--- src/idscr_map.vh ---
// register map constants for the identity, scratch and flash count bank
// assumes byte addresses on a 7-bit register port, words on even addresses
`ifndef IDSCR_MAP_VH
`define IDSCR_MAP_VH

`define IDSCR_ADDR_W        7
`define IDSCR_DATA_W        16
`define IDSCR_OFS_YEAR      7'h70
`define IDSCR_OFS_PROD      7'h72
`define IDSCR_OFS_SERIAL    7'h74
`define IDSCR_OFS_SCR1      7'h76
`define IDSCR_OFS_SCR2      7'h78
`define IDSCR_OFS_SCR3      7'h7a
`define IDSCR_OFS_CNT_LO    7'h7c
`define IDSCR_OFS_CNT_HI    7'h7e
`define IDSCR_OFS_CMD       7'h68
`define IDSCR_OFS_DIAG      7'h02
`define IDSCR_CMD_UPD_BIT   3
`define IDSCR_DIAG_FAIL_BIT 2
`define IDSCR_SCR_RESET     16'h0000
`define IDSCR_ZERO16        16'h0000
`define IDSCR_ONE32         32'h00000001

`endif

--- src/idscr_flash_counter.v ---
// 32-bit counter of flash write cycles, split into two read words
// assumes a one-cycle pulse per completed flash write, same clock
`timescale 1ns/10ps
`include "idscr_map.vh"

module idscr_flash_counter #(
  parameter CNT_W = 32
) (
  // clock and control
  input  wire             mclk,
  input  wire             reset_n,
  input  wire             clk_en,
  // event and preset
  input  wire             write_pulse,
  input  wire [CNT_W-1:0] preset_value,
  input  wire             preset_load,
  // count
  output reg  [CNT_W-1:0] count_reg
);

  // preset models the value restored from flash at power up
  always @(posedge mclk) begin
    if (!reset_n) begin
      count_reg <= {CNT_W{1'b0}};
    end else if (clk_en) begin
      if (preset_load) begin
        count_reg <= preset_value;
      end else if (write_pulse) begin
        count_reg <= count_reg + `IDSCR_ONE32;
      end
    end
  end

endmodule // idscr_flash_counter

--- src/idscr_regs.v ---
// identity, scratch and flash write count register bank
// assumes a serial port front end that hands over whole 16-bit word
// accesses on byte addresses; flash engine lives outside this bank
//
// Function
// - year word reads factory year in BCD
// - product word reads fixed product identifier
// - serial word reads lot serial, unwritable
// - three scratch words written and read freely
// - 32-bit counter counts each flash write
// - lower count word shows counter bits 15:0
// - upper count word shows counter bits 31:16
// - command bit 3 backs up, failure flagged
`timescale 1ns/10ps
`include "idscr_map.vh"

module idscr_regs #(
  parameter [15:0] PROD_IDENT  = 16'h1234, // arbitrary value
  parameter [15:0] CONFIG_YEAR = 16'h2000, // arbitrary value
  parameter [15:0] LOT_SERIAL  = 16'h0001  // arbitrary value
) (
  // clock and control
  input  wire        mclk,
  input  wire        reset_n,
  input  wire        clk_en,
  // register port from serial front end
  input  wire [6:0]  reg_addr,
  input  wire [15:0] reg_wdata,
  input  wire        reg_wr,
  input  wire        reg_rd,
  output reg  [15:0] reg_rdata,
  output reg         reg_rvalid,
  // flash engine side
  output wire        flash_update_req,
  input  wire        flash_done,
  input  wire        flash_fail,
  input  wire [47:0] flash_scratch_in,
  input  wire [31:0] flash_count_in,
  input  wire        flash_restore,
  output wire [47:0] flash_scratch_out,
  // diagnostic view
  output wire        update_fail
);

  reg  [15:0] scr_reg [0:2];
  reg         upd_pend_reg;
  reg         fail_reg;
  wire [31:0] count;
  wire [2:0]  scr_hit;
  reg  [15:0] rdata_next;

  // decode of scratch writes, one per word
  assign scr_hit[0] = reg_addr == `IDSCR_OFS_SCR1;
  assign scr_hit[1] = reg_addr == `IDSCR_OFS_SCR2;
  assign scr_hit[2] = reg_addr == `IDSCR_OFS_SCR3;

  // scratch words; writes elsewhere fall through untouched
  genvar gi;
  generate
    for (gi = 0; gi < 3; gi = gi + 1) begin : g_scr
      always @(posedge mclk) begin
        if (!reset_n) begin
          scr_reg[gi] <= `IDSCR_SCR_RESET;
        end else if (clk_en) begin
          if (reg_wr && scr_hit[gi]) begin
            scr_reg[gi] <= reg_wdata;
          end else if (flash_restore) begin
            scr_reg[gi] <= flash_scratch_in[gi*16 +: 16];
          end
        end
      end
      assign flash_scratch_out[gi*16 +: 16] = scr_reg[gi];
    end
  endgenerate

  // update command held until the flash engine finishes; a new
  // command landing on the done cycle keeps the request alive
  always @(posedge mclk) begin
    if (!reset_n) begin
      upd_pend_reg <= 1'b0;
      fail_reg     <= 1'b0;
    end else if (clk_en) begin
      if (reg_wr && reg_addr == `IDSCR_OFS_CMD &&
          reg_wdata[`IDSCR_CMD_UPD_BIT]) begin
        upd_pend_reg <= 1'b1;
      end else if (flash_done) begin
        upd_pend_reg <= 1'b0;
      end
      if (flash_done && upd_pend_reg) begin
        fail_reg <= flash_fail;
      end
    end
  end

  assign flash_update_req = upd_pend_reg;
  assign update_fail      = fail_reg;

  idscr_flash_counter #(
    .CNT_W (32)
  ) u_cnt (
    .mclk         (mclk),
    .reset_n      (reset_n),
    .clk_en       (clk_en),
    .write_pulse  (flash_done),
    .preset_value (flash_count_in),
    .preset_load  (flash_restore),
    .count_reg    (count)
  );

  // read mux; read-only words have no write path at all
  always @* begin
    case (reg_addr)
      `IDSCR_OFS_YEAR:   rdata_next = CONFIG_YEAR;
      `IDSCR_OFS_PROD:   rdata_next = PROD_IDENT;
      `IDSCR_OFS_SERIAL: rdata_next = LOT_SERIAL;
      `IDSCR_OFS_SCR1:   rdata_next = scr_reg[0];
      `IDSCR_OFS_SCR2:   rdata_next = scr_reg[1];
      `IDSCR_OFS_SCR3:   rdata_next = scr_reg[2];
      `IDSCR_OFS_CNT_LO: rdata_next = count[15:0];
      `IDSCR_OFS_CNT_HI: rdata_next = count[31:16];
      `IDSCR_OFS_DIAG:   rdata_next = `IDSCR_ZERO16;
      default:           rdata_next = `IDSCR_ZERO16;
    endcase
    // failure flag placed by its named bit, not by a bare position
    if (reg_addr == `IDSCR_OFS_DIAG) begin
      rdata_next[`IDSCR_DIAG_FAIL_BIT] = fail_reg;
    end
  end

  // registered read data, one cycle after the strobe
  always @(posedge mclk) begin
    if (!reset_n) begin
      reg_rdata  <= `IDSCR_ZERO16;
      reg_rvalid <= 1'b0;
    end else if (clk_en) begin
      reg_rvalid <= reg_rd;
      if (reg_rd) begin
        reg_rdata <= rdata_next;
      end
    end
  end

endmodule // idscr_regs

--- config.mk ---
export PLATFORM = sky130hd
export DESIGN_NAME = idscr_regs
export DESIGN_NICKNAME = d
export VERILOG_FILES = /design/src/idscr_flash_counter.v /design/src/idscr_regs.v
export VERILOG_INCLUDE_DIRS = /design/src
export SDC_FILE = /design/constraint.sdc
export NUM_CORES = 1
export LEC_CHECK = 0
export ABC_AREA = 1
export BUFFER_PORTS_ARGS = -buffer_cell sky130_fd_sc_hd__buf_4
export CORE_MARGIN = 3
export CORE_UTILIZATION = 57
export DETAILED_ROUTE_END_ITERATION = 8
export PLACE_DENSITY_LB_ADDON = 0.15
export SETUP_SLACK_MARGIN = 0.1
export SLEW_MARGIN = 10
export SYNTH_ARGS = -nofsm -noshare
export SYNTH_HDL_FRONTEND = slang
export SYNTH_HIERARCHICAL = 1
export SYNTH_SLANG_ARGS = --single-unit
--- constraint.sdc ---
create_clock -name mclk -period 4.9 [get_ports mclk]
set_input_delay 0.49 -clock mclk [delete_from_list [all_inputs] [get_ports mclk]]
set_output_delay 0.49 -clock mclk [all_outputs]
set_load 0.01 [all_outputs]
; After elaboration in Yosys (flattened, before gate mapping)
; Memories as Yosys holds them, arrays and structs flattened.
; Index checks and enable logic that the tools add are counted.
[totals]
ff_bits = 51
ramBits = 48
input_bits = 111
output_inout_bits = 67
elab_cells = 73
mem_count = 1
[mem_list]
columns = memory, depth, word_bits, rd, rd_ports_with_merged_regs, wr, line
row1 = scr_reg, 3, 16, 3, 0, 3, idscr_regs.v:45  ; reg [15:0] scr_reg [0:2];
[op_classes]
addsub = 1
eq_ne = 10
muxes = 38
n_bitwise = 6
reduce_logical = 12
[op_table]
columns = operator, n
row1 = 16-bit case mux with 8 select lines, 1
row2 = 16-bit two-way mux, 6
row3 = 32-bit two-way mux, 2
row4 = 7-bit equality test (second input constant), 9
row5 = 32-bit by 1-bit adder with 32-bit output (second input constant), 1
row6 = 1-bit two-way mux, 29
row7 = 2-bit AND reduction, 4
row8 = 7-bit by 2-bit equality test with 1-bit output (second input constant), 1
row9 = 1-bit logical AND, 6
row10 = 1-bit bitwise OR, 6
row11 = 2-bit nonzero test, 2

; Longest topological paths before layout
; Gate-level depths: netlist of the first run.
[logic_depth]
depth_word = 8
depth_mapped = 10
ltp_nobuf = 10

; By module
; The synthesis of the first run kept the hierarchy.
[by_module_without_submodules]
columns = module, instances, cells_per_inst, area_each_um2, seq_area_each_um2
row1 = idscr_regs, 1, 454, 3818.7, 1821.7
row2 = idscr_flash_counter, 1, 427, 2468.6, 640.6

; Worst setup path after synthesis of the first run
; Ideal clock, no wire load.
[synth_path]
path_kind = input port to flip-flop
start = in reg_addr[0]
end = mem scr_reg[1][0] (enable)
setup_ns = 0.391
t_arrival_ns = 1.998
t_required_ns = 4.509
slack_ns = 2.511
path_stages = 6
path_buffers = 1
cell_sequence = nor2_1 -> nand3_1 -> nor2_4 -> nand2_2 -> buf_2 -> o21ai_1
[synth_rtl]
columns = element, line
row1 = from (decl), idscr_regs.v:27  ; input wire [6:0] reg_addr,
row2 = to (decl), idscr_regs.v:45

==> results.md, run 1 <==
- Drt via density: 5.63
- Synthesized flop and latch total: 99
- Post-CTS sizing: 0
- CTS root buf: clkbuf_8
- Clk Latency, worst-skew pair: 0.39 ns
- PD cells: 231 nW/um2
- Final Hold Viols: 0
- Area of the multi-input gates: 3290 um2
- Setup Buffers After CTS: 0
- Final antenna-violating net count: 0
- CTS clk-pin slew, worst paths: 0.10 ns
- WL/cell: 16.4 um
- DRC: 0
- Crit path DAT: 2.56 ns
- TritonCTS Buffers: 9
- Placed instance count: 1159
- CTS Hold Bufs: 0
- Clock Power Share: 0.284
- MaxCap Viol Count: 0
- Die width: 111 um
- Die Height: 111 um
- HPWL Detailed: 14.7 mm
- Global-route wire length before repair: 30.5 mm
- Synth top area cells: edfxtp_1, dfxtp_1, nand2_1
- H-tree Lvls: 3
- Sum Neg Setup Slack: 0 ns
- RSZ-0062 raised after global routing: no
- Max reg flops: 48
- Sink Count: 99
- TritonRoute pass-1 iters: 6
- Avg Inst Size Synth: 7.14 um2
- Outcome: finished clean
- Post-Synthesis Cells: 881
- Psw: 540 uW
- Initial core utilization: 0.598
- Peak supply drop: 0.174 mV
- Syn Std Cell Area: 6290 um2
- Initial DRC count: 628
- Switching share of total power: 0.300
- Largest net degree at the start of global routing: 71
- Diode count: 0
- GPL Wtd Cong: 0.939
- Req. time, crit path: 4.80 ns
- Worst Setup Start Kind: input port
- Post-route minimum period: 2.66 ns
- Clock Path Buffers: 2
- Syn. warnings: 6
- Internal power: 1260 uW
- Tot Pwr: 1800 uW
- CTS tree: built
- Total number of vias: 6611
- Max Clk Rate: 0.376 GHz
- Core Box Area: 10500 um2
- Ys async rst share: 0
- Comb power frac: 0.172
- Fin nets: 1146
- Final setup violation count: 0
- Area share of the largest cell type after synthesis: 0.229
- Number of global-route vias before repair: 6082
- Peak fanout along the critical path: 17
- Post-synthesis sequential area ratio: 0.392
- Port Buffers: 177
- Worst-Margin Slew: 1.15 ns
- Clk_skew: 0.0133 ns
- Max_slew headroom: 0.232
- Post-synthesis net count: 993
- Hold Path Class: in2reg
- WL final: 19.3 mm
- Area growth syn-to-layout: 23.7%
- Row count: 37
- Seq. cell area: 2460 um2
- Top cells by count, synth: nand2_1, nand3_1, nor2_1, inv_1, dfxtp_1
- Critical path type: in2reg
- Post-route insts no fill: 1175
- Top FF cell, synth: dfxtp_1
- Fill count: 879
- Die ar.: 12300 um2
- Synth unique cells: 39
- Max Transition Viols Final: 0
- R2R Setup Slk: 3.17 ns
- Pleak: 0.00335 uW
- Grt ovf: 0
- Most frequent cell after synthesis: nand2_1
- Dominant cell type by area after synthesis: edfxtp_1
- Io pins: 178
- Share of cells above drive strength 1: 0.253
- Crit. End Element: flop
- Period utilization: 0.542
- Total track usage: 0.303
- Part of the power in registers: 0.544
- EDFF count, synth: 48
- Initial antenna violation count: 0
-- metal layers --
| layer | up-vias | wire [um] | track usage |
|---|---|---|---|
| met3 | 62 | 1880 | 0.0671 |
| met2 | 369 | 9470 | 0.511 |
| met5 | - | 0 | 0 |
| met1 | 2954 | 7240 | 0.374 |
| li1 | 3226 | - | - |
| met4 | 0 | 718 | 0.128 |
-- cell families (layout without fill, tap and decap cells) --
group / after synthesis / count (layout) / synth area share
buf+inv: 125 / 283 / 0.0858
flops: 99 / 99 / 0.392
compound gates: 149 / 149 / 0.147
fa+ha+maj: 1 / 1 / 0.00199
simple gates: 507 / 507 / 0.373
-- power by group through the flow --
stage	sequential [uW]	combinational [uW]	clock, uW
after detailed placement	993	308	0
after global routing	981	338	543
after floorplan	987	138	0
after CTS	974	309	507
after global placement	995	301	0
final	977	310	510
-- layout make-up --
type | instances | area share
Clock inverter | 5 | 0.00595
Multi-Input combinational cell | 657 | 0.423
Clock buffer | 11 | 0.0169
Inverter | 87 | 0.0422
Sequential cell | 99 | 0.317
Tap cell | 136 | 0.0219
Timing Repair Buffer | 180 | 0.174
-- metrics by stage --
stage	hold slack, ns	cell area [um2]	worst slack (ns)	util
after floorplan	0.477	6290	2.51	-
after detailed placement	0.456	7600	1.83	0.723
after CTS	0.379	7770	2.22	0.740
after global routing	0.410	7770	2.06	0.740
after global placement	0.454	7600	2.02	0.723
final	0.386	7770	2.24	0.740
-- worst paths after layout --
kind	startpoint	endpoint	depth (start not counted)
hold / removal	flash_count_in[1]	u_cnt/count_reg[1]$_SDFFE_PN0P_	3
hold reg to reg	reg_rdata[12]$_SDFFE_PN0P_	reg_rdata[12]$_SDFFE_PN0P_	2
setup / recovery	reg_addr[0]	scr_reg[0][15]$_DFFE_PP_	7
setup reg to reg	u_cnt/count_reg[1]$_SDFFE_PN0P_	u_cnt/count_reg[26]$_SDFFE_PN0P_	10
-- worst max-delay path: stages --
cell and delay (ns):
buf_4 0.11, inv_1 0.11, nand2_4 0.11, nor2_2 0.38, nand2_2 0.21, o21ai_4 0.44
nand3_1 0.69
-- cells in the final DEF (no fill, tap or decap), drive strengths merged, types with 3 or more instances in the layout --
master,n
edfxtp,48
nand3b,4
a211oi,16
a21oi,50
clkinv,4
a31oi,3
clkbuf,11
nand2,242
o21ai,56
buf,180
nor3,6
inv,88
nor2,125
dfxtp,51
nand3,129
o31ai,3
o22ai,16
No activity file was read; power rests on OpenSTA's default activity.
==> inputs of run 2 (changes only) <==
Settings changed: CORE_UTILIZATION 57 to 53.
Clock period 4.9 ns to 2.5 ns, I/O delays scaled along.
==> run 2 against run 1 <==
  * Clock skew shrank 0.0031 ns
  * Clock power grew to 2.7 times the previous value
  * Die area grew 7.1%
  * First-iteration DRC count grew 4.6%
  * Register-to-register slack lost 2.4 ns
  * Total power grew 120%
  * Critical path type unchanged
  * Largest power group unchanged
  * Core utilization shrank 4.8 points
  * Sequential cell count is the same
  * Final cell count grew 1.4%
==> results.md, run 2 (same netlist as run 1, synthesis figures left out) <==
- Req. time, crit path: 2.56 ns
- Critical R2R Launch: u_cnt/count_reg[1]$_SDFFE_PN0P_
- TritonRoute pass-1 iters: 5
- CTS tree: built
- Worst Setup SP: reg_addr[1]
- Critical path type: in2reg
- Port Buffers: 177
- Number of global-route vias before repair: 6113
- Drt via density: 5.57
- Most frequent cells in the layout: nand2_1, buf_4, nand3_1, nor2_1, inv_1
- Total number of vias: 6639
- Die width: 115 um
- Initial core utilization: 0.546
- Max_slew headroom: 0.532
- Worst path depth: 7
- Placed instance count: 1176
- Most used cell, CP: buf_4
- Die Height: 115 um
- TritonCTS Buffers: 9
- GPL Wtd Cong: 0.918
- Pleak: 0.00345 uW
- CTS clk-pin slew, worst paths: 0.07 ns
- CTS Hold Bufs: 0
- MaxCap Viol Count: 0
- WL final: 19.5 mm
- CP endpoint: scr_reg[1][9]$_DFFE_PP_
- RR Endpoint: u_cnt/count_reg[26]$_SDFFE_PN0P_
- Clock Path Buffers: 2
- Largest net degree at the start of global routing: 35
- Max Clk Rate: 0.553 GHz
- Core Box Area: 11500 um2
- WL/cell: 16.3 um
- Peak fanout along the critical path: 18
- Top delay family on crit path: simple AND/OR/NAND/NOR gates
- PD cells: 490 nW/um2
- WP buf/inv: 2
- Die ar.: 13200 um2
- Max Transition Viols Final: 0
- Post-route minimum period: 1.81 ns
- Final setup violation count: 0
- Global-route wire length before repair: 30.5 mm
- RSZ-0062 raised after global routing: no
- Most common cell after layout, fill and taps aside: nand2_1
- Post-route insts no fill: 1192
- Io pins: 178
- Total track usage: 0.292
- Post-CTS sizing: 0
- Fin area: 7960 um2
- H-tree Lvls: 3
- R2r worst-path depth: 10
- Critical path cell sequence: buf_4 > nor2_1 > nand3_1 > nor2_4 > nand2_2 > o21ai_1 > buf_4
- Sum Neg Setup Slack: 0 ns
- DRC: 0
- Row count: 39
- Worst stage delay on the critical path: 0.43 ns
- Setup Buffers After CTS: 0
- Final Hold Viols: 0
- Initial antenna violation count: 0
- Share of cells above drive strength 1: 0.261
- R2R Setup Slk: 0.82 ns
- Period utilization: 0.723
- Hold Path Class: in2reg
- Initial DRC count: 657
- Diode count: 0
- Max reg flops: 48
- Worst-Margin Slew: 0.702 ns
- Crit path DAT: 1.87 ns
- Clk Latency, worst-skew pair: 0.36 ns
- Final antenna-violating net count: 0
- Clk_skew: 0.0101 ns
- Sink Count: 99
- HPWL Detailed: 15.1 mm
- Grt ovf: 0
- Slowest CP cell: o21ai_1
- Crit. End Element: flop
- Area growth syn-to-layout: 26.7%
- Outcome: finished clean
- CTS root buf: clkbuf_16
- Peak supply drop: 0.459 mV
- Placed inst area: 7680 um2
- Fin nets: 1156
- Worst Setup Start Kind: input port
run 2: cell count changes in the layout (fill, tap and decap cells not counted), sizes merged:
cell / before / now
inv: 88 / 89
clkinv: 4 / 3
buf: 180 / 190
clkbuf: 11 / 10
clkinvlp: 0 / 1
run 2: per-layer routing:
layer | global-route usage | vias to the layer above | share of wire | routed length [um]
met3 | 0.0779 | 37 | 0.082 | 1600
met2 | 0.509 | 304 | 0.50 | 9650
met1 | 0.355 | 3051 | 0.40 | 7730
met4 | 0.0822 | 0 | 0.025 | 478
li1 | - | 3247 | - | -
met5 | 0 | - | 0 | 0
run 2: worst min-delay path, delay by kind of cell:
kind	cells	cell delay, ns
buf+inv	1	0.11
simple gates	1	0.05
compound gates	1	0.07
run 2: power by group:
| group | total, uW | switching, uW | internal (uW) |
|---|---|---|---|
| combinational | 623 | 335 | 287 |
| clock | 1370 | 672 | 696 |
| sequential | 1910 | 106 | 1800 |
run 2: worst min-delay path by stage:
stage	startpoint	to	slack (ns)	cells after the start
after floorplan	reset_n	u_cnt/count_reg[0]$_SDFFE_PN0P_	0.39	2
after global placement	reg_rvalid$_SDFFE_PN0P_	reg_rvalid$_SDFFE_PN0P_	0.45	2
after detailed placement	reg_rdata[8]$_SDFFE_PN0P_	reg_rdata[8]$_SDFFE_PN0P_	0.46	2
after CTS	flash_count_in[1]	u_cnt/count_reg[1]$_SDFFE_PN0P_	0.16	3
after global routing	flash_count_in[1]	u_cnt/count_reg[1]$_SDFFE_PN0P_	0.18	3
final	flash_count_in[1]	u_cnt/count_reg[1]$_SDFFE_PN0P_	0.16	3
run 2: cell type report:
type / instances / area, um2
clock buffer: 10 / 229
multi-input combinational: 657 / 3290
inverter: 87 / 328
fill: 1006 / 3550
tap: 143 / 179
sequential: 99 / 2460
clock inverter: 6 / 53.8
timing repair buffer: 190 / 1430
run 2: through the flow:
step           hold slack [ns]   util  power, uW  worst slack (ns)
2_1_floorplan            0.388      -       2210             0.351
3_3_place_gp             0.455  0.667       2550             0.432
3_5_place_dp             0.456  0.667       2560             0.351
4_1_cts                  0.161  0.692       3900             0.724
5_1_grt                  0.180  0.692       4030             0.563
6_report                 0.165  0.692       3900             0.691
